--- src/design/tadc_map.svh ---
`ifndef TADC_MAP_SVH
`define TADC_MAP_SVH
// ----------------------------------------
// widths and counts
// ----------------------------------------
`define TADC_RES_BITS     12
`define TADC_CTRL_BITS    8
`define TADC_ACQ_START    5
`define TADC_ACQ_CYCLES   3
`define TADC_SYNC_STAGES  3
`define TADC_PEN_SYNC     3
`endif

--- src/design/tadc_pkg.sv ---
`default_nettype none
package tadc_pkg;
    typedef enum logic [1:0]
    {
        TADC_IDLE = 2'b00,
        TADC_CMD  = 2'b01,
        TADC_CONV = 2'b10,
        TADC_DONE = 2'b11
    } tadc_state_t;
endpackage : tadc_pkg
`default_nettype wire

--- src/design/tadc_sync_if.sv ---
`default_nettype none
interface tadc_sync_if;
    logic cs_n;
    logic sclk;
    logic din;
    logic pen;
    logic sclk_rise;
    logic sclk_fall;
    modport src (input cs_n, input sclk, input din, input pen, input sclk_rise, input sclk_fall);
    modport drv (output cs_n, output sclk, output din, output pen, output sclk_rise, output sclk_fall);
endinterface : tadc_sync_if
`default_nettype wire

--- src/design/tadc_serial_if.sv ---
// Function
// - each result bit is shifted out on a falling serial clock edge.
// - serial data out is not driven while select is high.
// - busy is a logic output released while select is high.
// - control bits on serial input are sampled on rising serial clock edges.
// - select low enables the shift register and allows conversions to start.
// - conversion steps are timed from the host serial clock only.
// - acquisition starts on the fifth falling edge after the start bit.
// - acquisition lasts exactly three serial clock cycles.
// - pen touch interrupt is open drain, pulled high outside.
// - results are straight unsigned binary.
// - result goes out msb first, then 11 bits, then zeros.
`include "tadc_map.svh"
`default_nettype none
module tadc_serial_if
#(
    parameter int RES_BITS  = `TADC_RES_BITS,
    parameter int CTRL_BITS = `TADC_CTRL_BITS
)
(
    input  wire logic                 clk_sys,
    input  wire logic                 arst_n,
    input  wire logic                 cs_n,
    input  wire logic                 host_serial_clock,
    input  wire logic                 din,
    input  wire logic                 pen_touched,
    input  wire logic                 cmp_above,
    output logic                      dout_o,
    output logic                      dout_oe,
    output logic                      busy_o,
    output logic                      busy_oe,
    output logic                      pen_touch_irq_n_o,
    output logic                      pen_touch_irq_n_oe,
    output logic                      track_o,
    output logic [RES_BITS-1:0]       dac_code_o,
    output logic [CTRL_BITS-1:0]      ctrl_word_o,
    output logic                      ctrl_valid_o,
    output logic [RES_BITS-1:0]       result_o
);
    tadc_sync_if sy ();

    tadc_pin_sync u_sync
    (
        .clk_sys  (clk_sys),
        .arst_n   (arst_n),
        .cs_n_pin (cs_n),
        .sclk_pin (host_serial_clock),
        .din_pin  (din),
        .pen_pin  (pen_touched),
        .sy       (sy)
    );

    // ----------------------------------------
    // sequencing state
    // ----------------------------------------
    tadc_pkg::tadc_state_t state_r;
    tadc_pkg::tadc_state_t state_nxt;
    logic [4:0]            fall_cnt_r;
    logic [CTRL_BITS-1:0]  ctrl_r;
    logic [RES_BITS-1:0]   sar_r;
    logic [3:0]            bit_idx_r;
    logic                  cmp_s1_r;
    logic                  cmp_s2_r;
    logic                  cmp_s3_r;
    logic                  cmp_st_r;
    logic                  fall;
    logic                  rise;
    logic                  active;

    assign active = ~sy.cs_n;
    assign fall   = active & sy.sclk_fall;
    assign rise   = active & sy.sclk_rise;

    // comparator is analog, so it arrives async
    always_ff @(posedge clk_sys or negedge arst_n)
    begin
        if (!arst_n)
        begin
            cmp_s1_r <= 1'b0;
            cmp_s2_r <= 1'b0;
            cmp_s3_r <= 1'b0;
            cmp_st_r <= 1'b0;
        end
        else
        begin
            cmp_s1_r <= cmp_above;
            cmp_s2_r <= cmp_s1_r;
            cmp_s3_r <= cmp_s2_r;
            if (cmp_s2_r == cmp_s3_r)
                cmp_st_r <= cmp_s3_r;
        end
    end

    always_comb
    begin
        state_nxt = state_r;
        case (state_r)
            tadc_pkg::TADC_IDLE:
                if (rise && sy.din)
                    state_nxt = tadc_pkg::TADC_CMD;
            tadc_pkg::TADC_CMD:
                if (fall && fall_cnt_r == 5'(`TADC_ACQ_START + `TADC_ACQ_CYCLES - 1))
                    state_nxt = tadc_pkg::TADC_CONV;
            tadc_pkg::TADC_CONV:
                if (fall && bit_idx_r == 4'h0)
                    state_nxt = tadc_pkg::TADC_DONE;
            tadc_pkg::TADC_DONE:
                state_nxt = tadc_pkg::TADC_DONE;
            default:
                state_nxt = tadc_pkg::TADC_IDLE;
        endcase
        if (!active)
            state_nxt = tadc_pkg::TADC_IDLE;
    end

    always_ff @(posedge clk_sys or negedge arst_n)
    begin
        if (!arst_n)
            state_r <= tadc_pkg::TADC_IDLE;
        else
            state_r <= state_nxt;
    end

    // falling edges counted from the start bit
    always_ff @(posedge clk_sys or negedge arst_n)
    begin
        if (!arst_n)
            fall_cnt_r <= 5'h00;
        else if (state_r == tadc_pkg::TADC_IDLE)
            fall_cnt_r <= 5'h00;
        else if (fall && fall_cnt_r != 5'h1f)
            fall_cnt_r <= fall_cnt_r + 5'h01;
    end

    // ----------------------------------------
    // control word capture
    // ----------------------------------------
    always_ff @(posedge clk_sys or negedge arst_n)
    begin
        if (!arst_n)
        begin
            ctrl_r       <= '0;
            ctrl_word_o  <= '0;
            ctrl_valid_o <= 1'b0;
        end
        else
        begin
            ctrl_valid_o <= 1'b0;
            if (rise && state_nxt == tadc_pkg::TADC_CMD)
            begin
                ctrl_r <= {ctrl_r[CTRL_BITS-2:0], sy.din};
                if (fall_cnt_r == 5'(CTRL_BITS - 1))
                begin
                    ctrl_word_o  <= {ctrl_r[CTRL_BITS-2:0], sy.din};
                    ctrl_valid_o <= 1'b1;
                end
            end
        end
    end

    // ----------------------------------------
    // acquisition and successive approximation
    // ----------------------------------------
    always_ff @(posedge clk_sys or negedge arst_n)
    begin
        if (!arst_n)
            track_o <= 1'b0;
        else if (!active || (fall && fall_cnt_r == 5'(`TADC_ACQ_START + `TADC_ACQ_CYCLES - 1)))
            track_o <= 1'b0;
        else if (state_r == tadc_pkg::TADC_CMD && fall && fall_cnt_r == 5'(`TADC_ACQ_START - 1))
            track_o <= 1'b1;
    end

    // one decision per falling edge; trial bit set ahead of it
    always_ff @(posedge clk_sys or negedge arst_n)
    begin
        if (!arst_n)
        begin
            sar_r     <= '0;
            bit_idx_r <= 4'h0;
            result_o  <= '0;
        end
        else if (state_r == tadc_pkg::TADC_CMD && state_nxt == tadc_pkg::TADC_CONV)
        begin
            sar_r     <= {1'b1, {(RES_BITS-1){1'b0}}};
            bit_idx_r <= 4'(RES_BITS - 1);
        end
        else if (state_r == tadc_pkg::TADC_CONV && fall)
        begin
            // keep or drop the trial bit, then try the next one
            sar_r[bit_idx_r] <= cmp_st_r;
            if (bit_idx_r != 4'h0)
                sar_r[bit_idx_r - 4'h1] <= 1'b1;
            bit_idx_r <= bit_idx_r - 4'h1;
            if (bit_idx_r == 4'h0)
                result_o <= {sar_r[RES_BITS-1:1], cmp_st_r};
        end
    end

    assign dac_code_o = sar_r;

    // ----------------------------------------
    // pin drivers
    // ----------------------------------------
    always_ff @(posedge clk_sys or negedge arst_n)
    begin
        if (!arst_n)
        begin
            dout_o  <= 1'b0;
            dout_oe <= 1'b0;
            busy_o  <= 1'b0;
            busy_oe <= 1'b0;
        end
        else
        begin
            dout_oe <= active;
            busy_oe <= active;
            busy_o  <= (state_nxt == tadc_pkg::TADC_CONV);
            if (!active)
                dout_o <= 1'b0;
            else if (state_r == tadc_pkg::TADC_CONV && fall)
                dout_o <= cmp_st_r;
            else if (state_r == tadc_pkg::TADC_DONE && fall)
                dout_o <= 1'b0;
        end
    end

    // open drain: only ever drives low
    always_ff @(posedge clk_sys or negedge arst_n)
    begin
        if (!arst_n)
        begin
            pen_touch_irq_n_o  <= 1'b0;
            pen_touch_irq_n_oe <= 1'b0;
        end
        else
        begin
            pen_touch_irq_n_o  <= 1'b0;
            pen_touch_irq_n_oe <= sy.pen & ~busy_o;
        end
    end
endmodule : tadc_serial_if
`default_nettype wire

--- src/design/tadc_pin_sync.sv ---
`include "tadc_map.svh"
`default_nettype none
module tadc_pin_sync
(
    input  wire logic clk_sys,
    input  wire logic arst_n,
    input  wire logic cs_n_pin,
    input  wire logic sclk_pin,
    input  wire logic din_pin,
    input  wire logic pen_pin,
    tadc_sync_if.drv  sy
);
    // ----------------------------------------
    // three stages; a change counts when stages 2 and 3 agree
    // ----------------------------------------
    logic [3:0] s1_r;
    logic [3:0] s2_r;
    logic [3:0] s3_r;
    logic [3:0] st_r;
    logic       sclk_prev_r;

    // reset to the idle pin levels (select high, the rest low) so that no
    // false edge or touch follows reset
    always_ff @(posedge clk_sys or negedge arst_n)
    begin
        if (!arst_n)
        begin
            s1_r <= 4'h1;
            s2_r <= 4'h1;
            s3_r <= 4'h1;
            st_r <= 4'h1;
        end
        else
        begin
            s1_r <= {pen_pin, din_pin, sclk_pin, cs_n_pin};
            s2_r <= s1_r;
            s3_r <= s2_r;
            // take stage 3 where stages 2 and 3 agree, hold otherwise
            st_r <= (st_r & (s2_r ^ s3_r)) | (s3_r & ~(s2_r ^ s3_r));
        end
    end

    always_ff @(posedge clk_sys or negedge arst_n)
    begin
        if (!arst_n)
            sclk_prev_r <= 1'b0;
        else
            sclk_prev_r <= st_r[1];
    end

    assign sy.cs_n      = st_r[0];
    assign sy.sclk      = st_r[1];
    assign sy.din       = st_r[2];
    assign sy.pen       = st_r[3];
    assign sy.sclk_rise = st_r[1] & ~sclk_prev_r;
    assign sy.sclk_fall = ~st_r[1] & sclk_prev_r;
endmodule : tadc_pin_sync
`default_nettype wire

--- config.mk ---
export PLATFORM = sky130hd
export DESIGN_NAME = tadc_serial_if
export DESIGN_NICKNAME = d
export VERILOG_FILES = /design/src/design/tadc_pkg.sv /design/src/design/tadc_sync_if.sv /design/src/design/tadc_serial_if.sv /design/src/design/tadc_pin_sync.sv
export VERILOG_INCLUDE_DIRS = /design/src /design/src/design
export SDC_FILE = /design/constraint.sdc
export NUM_CORES = 1
export LEC_CHECK = 0
export ABC_CLOCK_PERIOD_IN_PS = 6000
export BUFFER_PORTS_ARGS = -buffer_cell sky130_fd_sc_hd__buf_2
export CAP_MARGIN = 20
export CORE_MARGIN = 3
export CORE_UTILIZATION = 30
export DETAILED_ROUTE_END_ITERATION = 12
export PLACE_DENSITY = 0.5
export RECOVER_POWER = 100
export SYNTH_ARGS = -nofsm -noshare
export SYNTH_HDL_FRONTEND = slang
export SYNTH_SLANG_ARGS = --single-unit
export TNS_END_PERCENT = 5
--- constraint.sdc ---
create_clock -name clk_sys -period 6 [get_ports clk_sys]
set_input_delay 1.2 -clock clk_sys [delete_from_list [all_inputs] [get_ports clk_sys]]
set_output_delay 1.2 -clock clk_sys [all_outputs]
set_load 0.02 [all_outputs]
==> results.md, run 1 <==
* Clock Root Buffer: clkbuf_16
* Final Hold Fails at 0
* Post-synthesis net count at 277
* Area grow syn2layout at 16.1%
* Die Span X at 112 µm
* Max Cap Violations at 0
* Input/output buffers at 45
* CTS sink count at 77
* CP required at 6.20 ns
* GR Util met1 at 0.145
* Post-synthesis sequential area ratio at 0.572
* Yosys warns at 0
* Max FO, Critical Path at 15
* RSZ-0062 raised after global routing: false
* Routability cong. at 0.870
* Share of layout cells above drive strength 1 at 0.143
* Fin nets at 318
* Top post-synthesis cells by area: dfrtp_1 (54%), mux2_2 (6.3%), mux2_4 (3.6%)
* Most crowded layer after global routing: met2
* Setup Total Neg Slack at 0 ns
* CP max stage delay at 1.18 ns
* Avg Synthesized Cell Area at 12.9 µm²
* DR pass1 iterations at 4
* Vias in the first global route at 2207
* Share of the synthesized area in the top cell type at 0.541
* Rel. slew slack at 0.0338
* Dpl hpwl at 4.44 mm
* Met3 Use GR at 0.0334
* Worst skew pair latency at 0.33 ns
* GRT Resource Usage Total at 0.110
* Post-synth top area cell: dfrtp_1
* Starting Density at 0.309
* Placed Instance Area at 3670 µm²
* Initial detailed-routing violation count at 79
* Largest net degree at the start of global routing at 78
* Hold crit path type: register to register
* Drt total wl at 6.59 mm
* Final instance area at 3920 µm²
* Die H at 112 µm
* WS Path Type: register to register
* Unique masters post-synth at 53
* Synth Flop Type: dfrtp_1
* Critical Path Sink Type: register
* # Post-CTS Setup Buffers at 0
* H-tree level count at 3
* CP Data Arrival Time at 3.44 ns
* Nature of the critical path startpoint: register
* Fmax at 0.309 GHz
* Fin. max-slew vios at 0
* Rows at 38
* Gate Count Post-Synth at 262
* N_diodes at 0
* WL/cell at 14.7 µm
* Synth async-reset ratio at 1.00
* PostCTS Resize Cnt at 0
* Clock Tree Buf Depth at 2
* Leak at 1.78 nW
* Worst-Margin Slew at 1.45 ns
* Antenna viol nets, final at 0
* Max VDD drop at 0.133 mV
* First-pass GRT wire length at 11.3 mm
* CTS Hold Buffers Added at 0
* Die area at 12600 µm²
* Placeable core area at 10900 µm²
* IO Pins at 47
* Clk_skew at 0.00976 ns
* Avg Vias per Cell at 4.80
* Number of flops mapped to enable cells by yosys at 0
* # setup viols final at 0
* Vias at 2151
* CTS tree: built
* Status: completed
* DRC at 0
* Num CTS Buffers at 9
* PD cells at 322 nW/µm²
* Fin Hold WS at 0.346 ns
* Tmin final at 3.24 ns
* Slowest-stage cell, CP: nor3b_1
* Worst-path cell chain: nor3b_1 -> nand4_1 -> mux2_2
* Grt met2 use at 0.172
* Synth Register Bits at 77
* Initial antenna violation count at 0
* Worst-path clk slew at 0.06 ns
* Synth Cell Area at 3380 µm²
* Grt ovf at 0
* Final Cycle Share at 0.540
stage by stage:
step	power, mW	setup slack (ns)	instances	utilization
detailed placement	0.640	3.84	432	0.336
floorplan	0.618	4.13	262	-
global placement	0.639	3.86	432	0.336
finish	1.26	2.76	448	0.359
global route	1.32	2.42	448	0.359
CTS	1.29	3.82	448	0.369
routing by layer:
metal | routed length [µm] | up-vias
met5 | 0 | -
met4 | 106 | 0
met3 | 252 | 10
met2 | 3160 | 42
met1 | 3070 | 1079
li1 | - | 1020
registers in the layout, summed over array words and instances, names as in the netlist, named ones only:
| register | flops |
|---|---|
| ctrl_word_o | 8 |
| u_sync.s2_r | 4 |
| dac_code_o | 12 |
| state_r | 2 |
| dout_o | 1 |
| ctrl_r | 7 |
| track_o | 1 |
| cmp_s2_r | 1 |
| pen_touch_irq_n_oe | 1 |
| u_sync.sclk_prev_r | 1 |
| cmp_s1_r | 1 |
| busy_oe | 1 |
| busy_o | 1 |
| bit_idx_r | 4 |
| cmp_st_r | 1 |
| ctrl_valid_o | 1 |
| u_sync.s3_r | 4 |
| result_o | 12 |
| fall_cnt_r | 5 |
| u_sync.s1_r | 4 |
| cmp_s3_r | 1 |
report_power, final:
group / switching [mW] / internal (mW)
clock network: 0.197 / 0.440
registers: 0.0241 / 0.550
logic: 0.0270 / 0.0241
total: 0.248 / 1.01
critical path, delay by kind of cell, from the launching register on:
| kind | cells | cell delay, ns |
|---|---|---|
| DFF | 1 | 0.45 |
| and+or+nand+nor | 2 | 2.11 |
| muxes | 1 | 0.55 |
synthesized netlist by cell type, drive strengths merged (2+ instances only):
library cell  instances
a2111o                2
a211oi                3
a21oi                11
a22o                  2
a311oi                2
a31oi                 3
and2                  3
and2b                 2
and3                  3
and3b                 2
buf                  11
clkbuf                4
dfrtp                73
dfstp                 4
ha                    8
inv                   6
maj3                  5
mux2                 27
mux2i                 7
nand2                10
nand2b                2
nand3                 9
nand4                 8
nand4b                4
nor2                 14
nor2b                 5
nor3b                 2
nor4b                 2
o211a                 2
o21ai                 5
o22ai                 3
or3                   2
xnor2                 2
xor2                  4
cell usage in the layout (no fill, tap or decap), types with 4 or more instances in the layout:
cell	instances
a21oi_1	11
buf_2	5
clkbuf_1	40
clkbuf_16	9
dfrtp_1	73
ha_1	8
inv_1	6
maj3_1	5
mux2_1	7
mux2_2	20
mux2i_1	7
nand2_1	10
nand3_1	9
nand4_1	8
nand4b_1	4
nor2_1	14
nor2b_1	5
o21ai_0	5
xor2_1	4
final cells by class:
type | instances | area [µm²]
Sequential cell | 77 | 1930
Multi-Input combinational cell | 164 | 1250
Fill cell | 1106 | 7010
Timing Repair Buffer | 45 | 179
Clock inverter | 3 | 90.1
Inverter | 6 | 22.5
Tap cell | 140 | 175
Clock buffer | 13 | 270
path summary, 6_finish.rpt:
path | depth (start not counted) | slack, ns | to | startpoint
setup / recovery | 3 | 2.76 | result_o[11] | register
hold / removal | 0 | 0.35 | u_sync.s2_r[3] | u_sync.s1_r[3]
setup reg to reg | 3 | 2.76 | result_o[11] | register
hold reg to reg | 0 | 0.35 | u_sync.s2_r[3] | u_sync.s1_r[3]
max in group asynchronous | 1 | 4.36 | ctrl_word_o[5] | arst_n
min in group asynchronous | 1 | 1.04 | fall_cnt_r[2] | arst_n
cell families (layout without fill, tap and decap cells):
family,after synthesis,count (layout),synth area share
mux,34,34,0.120
compound gates,39,39,0.0793
other cells,1,1,0.00111
buf+inv,21,67,0.0389
flops,77,77,0.572
xor+xnor,6,6,0.0156
simple gates,71,71,0.129
fa+ha+maj,13,13,0.0444
Note: power is estimated with default switching activity, not from simulation.
==> run 2: changes to the inputs <==
ABC_CLOCK_PERIOD_IN_PS = 3200   (was 6000)
clock period = 3.2 ns   (was 6 ns; I/O delays follow)
==> run 2 against run 1 <==
  * The run now ends with max-capacitance violations, max-slew violations left
  * First-iteration DRC count is 23% lower
  * Final cell count increased by 0.67%
  * Hold slack better by 0.00064 ns
  * Combinational power rose by 94%
  * Design area barely moved
  * Register-to-register slack lost 2.1 ns
  * Die area did not move
  * Worst setup slack worse by 2.1 ns
  * Critical path depth increased by 2
  * Routed wire length increased by 2.1%
==> results.md, run 2 (synthesis gave the netlist of run 1 again) <==
* Final Cycle Share at 0.782 (+0.242)
* Fin nets at 321 (+0.94%)
* Antenna viol nets, final at 0 (unchanged)
* Clock Tree Buf Depth at 2 (unchanged)
* Most frequent cells in the layout: dfrtp_1 (73), clkbuf_1 (41), mux2_2 (20)
* DR pass1 iterations at 4 (unchanged)
* RSZ-0062 raised after global routing: false
* Initial antenna violation count at 0 (unchanged)
* First-pass GRT wire length at 11.5 mm (+1.7%)
* DRC at 0 (unchanged)
* WS Path Type: register to register
* Max Cap Violations at 1 (+1)
* Largest net degree at the start of global routing at 78 (unchanged)
* CTS tree: built
* Dpl hpwl at 4.39 mm (-1.2%)
* Share of layout cells above drive strength 1 at 0.148 (+0.00505)
* Failing checks: max-capacitance violations, max-slew violations
* CP required at 3.42 ns (-2.78 ns)
* Placeable core area at 10900 µm² (unchanged)
* Footprint of the multi-input gates at 1260 µm² (+0.50%)
* Clock Root Buffer: clkbuf_16
* Vias at 2177 (+1.2%)
* Die H at 112 µm (unchanged)
* Fillers at 1111 (+0.45%)
* FF/Latch Area at 1930 µm² (unchanged)
* CTS Hold Buffers Added at 0 (unchanged)
* Fin. max-slew vios at 37 (+37)
* Starting Density at 0.309 (unchanged)
* H-tree level count at 3 (unchanged)
* CP Buf/Inv Count at 1 (+1)
* Status: complete, but fails checks
* PD cells at 579 nW/µm² (+80%)
* Clk_skew at 0.00769 ns (-0.00207 ns)
* CP top delay family: simple AND/OR/NAND/NOR gates
* Tmin final at 2.50 ns (-0.739 ns)
* Pint at 1.78 mW (+76%)
* # setup viols final at 0 (unchanged)
* GRT Resource Usage Total at 0.113 (+0.00267)
* Routability cong. at 0.872 (+0.25%)
* Share of total power in the clock network at 0.483 (-0.022)
* Worst-path cell chain: nor3b_1 -> clkbuf_1 -> nand3_1 -> a2111o_1 -> o211a_1
* Nature of the critical path startpoint: register
* Slowest-stage cell, CP: nor3b_1
* Initial detailed-routing violation count at 61 (-23%)
* Num CTS Buffers at 9 (unchanged)
* WL/cell at 14.9 µm (+1.4%)
* Total power at 2.27 mW (+80%)
* Max FO, Critical Path at 10 (-5)
* CP max stage delay at 0.77 ns (-0.41 ns)
* Die Span X at 112 µm (unchanged)
* Area grow syn2layout at 16.0% (about the same)
* IO Pins at 47 (unchanged)
* Rel. slew slack at -0.358 (-0.392)
* Fmax at 0.400 GHz (+30%)
* Comb pwr share at 0.044 (+0.004)
* N_diodes at 0 (unchanged)
* CP Data Arrival Time at 2.72 ns (-0.72 ns)
* Die area at 12600 µm² (unchanged)
* Avg Vias per Cell at 4.83 (+0.54%)
* # Post-CTS Setup Buffers at 0 (unchanged)
* Sw Share at 0.216 (+0.0194)
* Setup Total Neg Slack at 0 ns (unchanged)
* Max VDD drop at 0.235 mV (+77%)
* Input/output buffers at 45 (unchanged)
* Vias in the first global route at 2224 (+0.77%)
* Critical Path Sink Type: register
* Grt ovf at 0 (unchanged)
* Worst-Margin Slew at 2.04 ns (+0.591 ns)
* Drt total wl at 6.73 mm (+2.1%)
* Rows at 38 (unchanged)
* Reg power frac at 0.473 (+0.019)
* Leak at 1.78 nW (-0.38%)
* CTS sink count at 77 (unchanged)
* Final Hold Fails at 0 (unchanged)
* PostCTS Resize Cnt at 0 (unchanged)
* Switch Pwr at 491 µW (+98%)
* Hold crit path type: register to register
* Commonest non-fill, non-tap cell in the layout: dfrtp_1
* Worst-path clk slew at 0.06 ns (about the same)
* Worst skew pair latency at 0.33 ns (about the same)
[run 2: path summary, 6_finish.rpt]
check / startpoint / to / slack [ns] / cells past startpoint
worst max-delay path: register / dac_code_o[5] / 0.70 / 5
worst min-delay path: u_sync.s1_r[3] / u_sync.s2_r[3] / 0.35 / 0
worst max register to register: register / dac_code_o[5] / 0.70 / 5
worst min register to register: u_sync.s1_r[3] / u_sync.s2_r[3] / 0.35 / 0
max in group asynchronous: arst_n / dac_code_o[6] / 1.14 / 1
min in group asynchronous: arst_n / dac_code_o[1] / 0.89 / 1
[run 2: power groups by stage]
stage / clock network (mW) / registers, mW / logic, mW
floorplan: 0 / 1.08 / 0.0787
global placement: 0 / 1.10 / 0.102
detailed placement: 0 / 1.10 / 0.104
CTS: 1.14 / 1.08 / 0.104
global route: 1.19 / 1.08 / 0.112
finish: 1.10 / 1.08 / 0.0993
[run 2: per-stage QoR]
step           instances  setup slack, ns  instance area (µm²)  hold slack, ns   util
2_1_floorplan        262             1.33                 3380           0.331      -
4_1_cts              450             1.07                 4010           0.350  0.367
3_5_place_dp         434             1.09                 3690           0.336  0.337
3_3_place_gp         434             1.17                 3690           0.333  0.337
5_1_grt              451            0.485                 3920           0.357  0.358
6_report             451            0.698                 3920           0.347  0.358
[run 2: final cells by class]
| cell class | count | share of cell area |
|---|---|---|
| flip-flops and latches | 77 | 0.493 |
| multi-input cells | 164 | 0.321 |
| clock buffers | 10 | 0.0610 |
| repair buffers | 48 | 0.0527 |
| well taps | 140 | 0.0447 |
| clock inverters | 6 | 0.0220 |
| inverters | 6 | 0.00575 |
[run 2: layer usage]
metal | GRT usage | vias to the layer above | wire, µm
met5 | 0 | - | 0
met4 | 0.0425 | 0 | 74
met3 | 0.0367 | 6 | 237
met2 | 0.173 | 41 | 3220
met1 | 0.150 | 1099 | 3200
li1 | - | 1031 | -
==> run 3: changes to the inputs <==
ABC_AREA = 1   (was unset)
ABC_CLOCK_PERIOD_IN_PS = 2200   (was 3200)
PLACE_DENSITY = 0.52   (was 0.5)
clock period = 2.2 ns   (was 3.2 ns; I/O delays follow)
==> run 3 against run 2 <==
  * The run now ends clean
  * Global-route usage grew 0.41 points
  * Clock power decreased by 12%
  * Via count grew 15%
  * Synthesized area fell by 0.33%
  * Design area shrank 1.3%
  * Core utilization fell by 0.31 points
  * Combinational power up 19%
  * Maximum frequency grew 27%
  * First-iteration DRC count is 87% higher
  * Critical path type unchanged
  * Critical endpoint is now ctrl_word_o[0]
  * Largest cell class unchanged
==> results.md, run 3 <==
* Status: completed
* Fin. max-slew vios at 0 (-100%)
* R2r startpoint: bit_idx_r[0]
* # Post-CTS Setup Buffers at 0 (unchanged)
* Critical Path Sink Type: register
* Final WS setup at 0.226 ns (-0.472 ns)
* Synth Register Bits at 77 (unchanged)
* Mux contribution to synthesized area at 0.0201 (-0.0996)
* Fmax at 0.507 GHz (+27%)
* Dpl hpwl at 4.99 mm (+14%)
* Finished Layout Cells at 538 (+19%)
* Final Cycle Share at 0.897 (+0.116)
* Initial detailed-routing violation count at 114 (+87%)
* Reg power frac at 0.577 (+0.104)
* Largest net degree at the start of global routing at 40 (-49%)
* Die H at 112 µm (-0.16%)
* Vias in the first global route at 2432 (+9.4%)
* Routability cong. at 0.979 (+12%)
* CP max stage delay at 0.42 ns (-0.35 ns)
* Rel. slew slack at 0.358 (+0.716)
* Max FO, Critical Path at 15 (+5)
* DR pass1 iterations at 4 (unchanged)
* Largest family of logic cells by synthesized area: simple AND/OR/NAND/NOR gates
* Avg Vias per Cell at 4.64 (-3.9%)
* Max Cap Violations at 0 (-1)
* Die Span X at 112 µm (-0.16%)
* IO Pins at 47 (unchanged)
* Starting Density at 0.309 (+0.000315)
* Slowest-stage cell, CP: dfrtp_1
* CTS sink count at 77 (unchanged)
* Synth Cell Area at 3370 µm² (-0.33%)
* Top-count cell post-synth: nand2_1
* # setup viols final at 0 (unchanged)
* Worst hold start: cs_n
* Post-synthesis net count at 356 (+29%)
* Simple-gate share of the synthesized area at 0.217 (+0.0874)
* H-tree level count at 3 (unchanged)
* Share of total power in the clock network at 0.377 (-0.106)
* Max VDD drop at 0.201 mV (-15%)
* CTS Hold Buffers Added at 0 (unchanged)
* Worst Setup SP: bit_idx_r[0]
* Fin nets at 408 (+27%)
* Fin Hold WS at 0.182 ns (-0.165 ns)
* Vias at 2496 (+15%)
* Gate Count Post-Synth at 341 (+30%)
* Rows at 38 (unchanged)
* DRC at 0 (unchanged)
* N_diodes at 0 (unchanged)
* Post-synthesis sequential area ratio at 0.574 (+0.00191)
* Commonest non-fill, non-tap cell in the layout: nand2_1
* Compound-Gate Fraction of Synth Area at 0.0847 (+0.00547)
* CTS tree: built
* First-pass GRT wire length at 11.8 mm (+2.7%)
* Worst-Margin Slew at 0.963 ns (-1.07 ns)
* Pint at 1.95 mW (+9.6%)
* Grt ovf at 0 (unchanged)
* Synth top cells by count: nand2_1 (80), dfrtp_1 (73), o21ai_0 (34), inv_1 (29), nand3_1 (22)
* Antenna viol nets, final at 0 (unchanged)
* Input/output buffers at 45 (unchanged)
* Tmin final at 1.97 ns (-0.528 ns)
* CP Data Arrival Time at 2.26 ns (-0.46 ns)
* Top post-synthesis cells by area: dfrtp_1 (54%), nand2_1 (8.9%), o21ai_0 (5.1%)
* Final Hold Fails at 0 (unchanged)
* Nature of the critical path startpoint: register
* Unique masters post-synth at 35 (-34%)
* RSZ-0062 raised after global routing: false
* Worst-path clk slew at 0.08 ns (+0.02 ns)
* Placeable core area at 10900 µm² (-0.44%)
* Share of layout cells above drive strength 1 at 0.143 (-0.00469)
* Yosys warns at 0 (unchanged)
* Worst-path cell chain: inv_1 -> ha_2 -> nand2_1 -> nor2_2 -> nand2_2 -> nand3_2 -> nand2_4 -> nor2_8 -> nand3_1 -> nand2_1
* Number of flops mapped to enable cells by yosys at 0 (unchanged)
* Synth Flop Type: dfrtp_1
* Num CTS Buffers at 9 (unchanged)
* Die area at 12500 µm² (-0.31%)
* Post-synth top area cell: dfrtp_1
* GRT Resource Usage Total at 0.117 (+0.00405)
* Hold crit path type: input port to register
* Switch Pwr at 628 µW (+28%)
* Clock Tree Buf Depth at 2 (unchanged)
* Placed cells at 522 (+20%)
* Most frequent cells in the layout: nand2_1 (80), dfrtp_1 (73), clkbuf_1 (41)
* WL/cell at 13.0 µm (-13%)
* CP required at 2.48 ns (-0.94 ns)
* Leak at 1.89 nW (+6.0%)
* Critical Path Most Common Cell: nand2_1
* PD cells at 667 nW/µm² (+15%)
* Setup Total Neg Slack at 0 ns (unchanged)
* PostCTS Resize Cnt at 0 (unchanged)
* Worst skew pair latency at 0.35 ns (+0.02 ns)
* Comb pwr share at 0.046 (+0.002)
* Avg Synthesized Cell Area at 9.87 µm² (-23%)
* Sw Share at 0.243 (+0.0272)
* Clk_skew at 0.00864 ns (+0.000952 ns)
* Clock Root Buffer: clkbuf_8
* Drt total wl at 7.00 mm (+4.1%)
* Area grow syn2layout at 14.9%
* Setup WS pre-CTS at 0.255 ns (-0.831 ns)
* Synth async-reset ratio at 1.00 (unchanged)
* Adder-cell area share of the yosys netlist at 0.0446 (+0.000149)
* Post-synthesis xor/xnor area fraction at 0.00260 (-0.0130)
* WS Path Type: register to register
* Initial antenna violation count at 0 (unchanged)
* Share of the synthesized area in the top cell type at 0.543 (+0.00181)
-- run 3: final timing paths --
| check | end | slack [ns] | depth (start not counted) |
|---|---|---|---|
| setup / recovery | ctrl_word_o[0] | 0.23 | 10 |
| hold / removal | u_sync.s1_r[0] | 0.18 | 1 |
| setup reg to reg | ctrl_word_o[0] | 0.23 | 10 |
| hold reg to reg | cmp_s2_r | 0.35 | 0 |
| max in group asynchronous | u_sync.s3_r[2] | 0.68 | 2 |
| min in group asynchronous | dac_code_o[2] | 0.23 | 1 |
-- run 3: power groups by stage --
stage / Combinational (mW) / Sequential (mW) / Clock, mW
finish: 0.118 / 1.49 / 0.973
global route: 0.138 / 1.49 / 1.08
CTS: 0.129 / 1.49 / 1.01
detailed placement: 0.129 / 1.52 / 0
global placement: 0.129 / 1.52 / 0
floorplan: 0.0739 / 1.51 / 0
-- run 3: per-layer routing --
| metal | vias up | part of all wire | track usage |
|---|---|---|---|
| li1 | 1231 | - | - |
| met1 | 1196 | 0.45 | 0.148 |
| met2 | 56 | 0.48 | 0.188 |
| met3 | 13 | 0.048 | 0.0342 |
| met4 | 0 | 0.023 | 0.0489 |
| met5 | - | 0 | 0 |
-- run 3: final cells by class --
class / instances / area, µm²
inverter: 36 / 135
clock buffer: 12 / 155
fill: 1129 / 7020
timing repair buffer: 50 / 208
multi-input combinational: 219 / 1240
tap: 140 / 175
clock inverter: 4 / 22.5
sequential: 77 / 1930
-- run 3: cell families after synthesis --
| family | count (synthesis) |
|---|---|
| and+or+nand+nor | 146 |
| DFF | 77 |
| AOI/OAI and AO/OA | 52 |
| buffers and inverters | 45 |
| adders and majority gates | 13 |
| muxes | 6 |
| other | 1 |
| xor gates and xnor gates | 1 |
-- run 3: metrics by stage --
step / util / instance area (µm²) / power [mW]
after floorplan: - / 3370 / 1.58
final: 0.355 / 3870 / 2.58
after global routing: 0.355 / 3870 / 2.71
after detailed placement: 0.346 / 3760 / 1.64
after global placement: 0.346 / 3760 / 1.64
after CTS: 0.362 / 3940 / 2.63
-- run 3: worst max-delay path, delay by kind of cell, from the launching register on --
| family | cells | cell delay, ns |
|---|---|---|
| buffers and inverters | 1 | 0.18 |
| DFF | 1 | 0.42 |
| and+or+nand+nor | 8 | 1.06 |
| adders and majority gates | 1 | 0.26 |
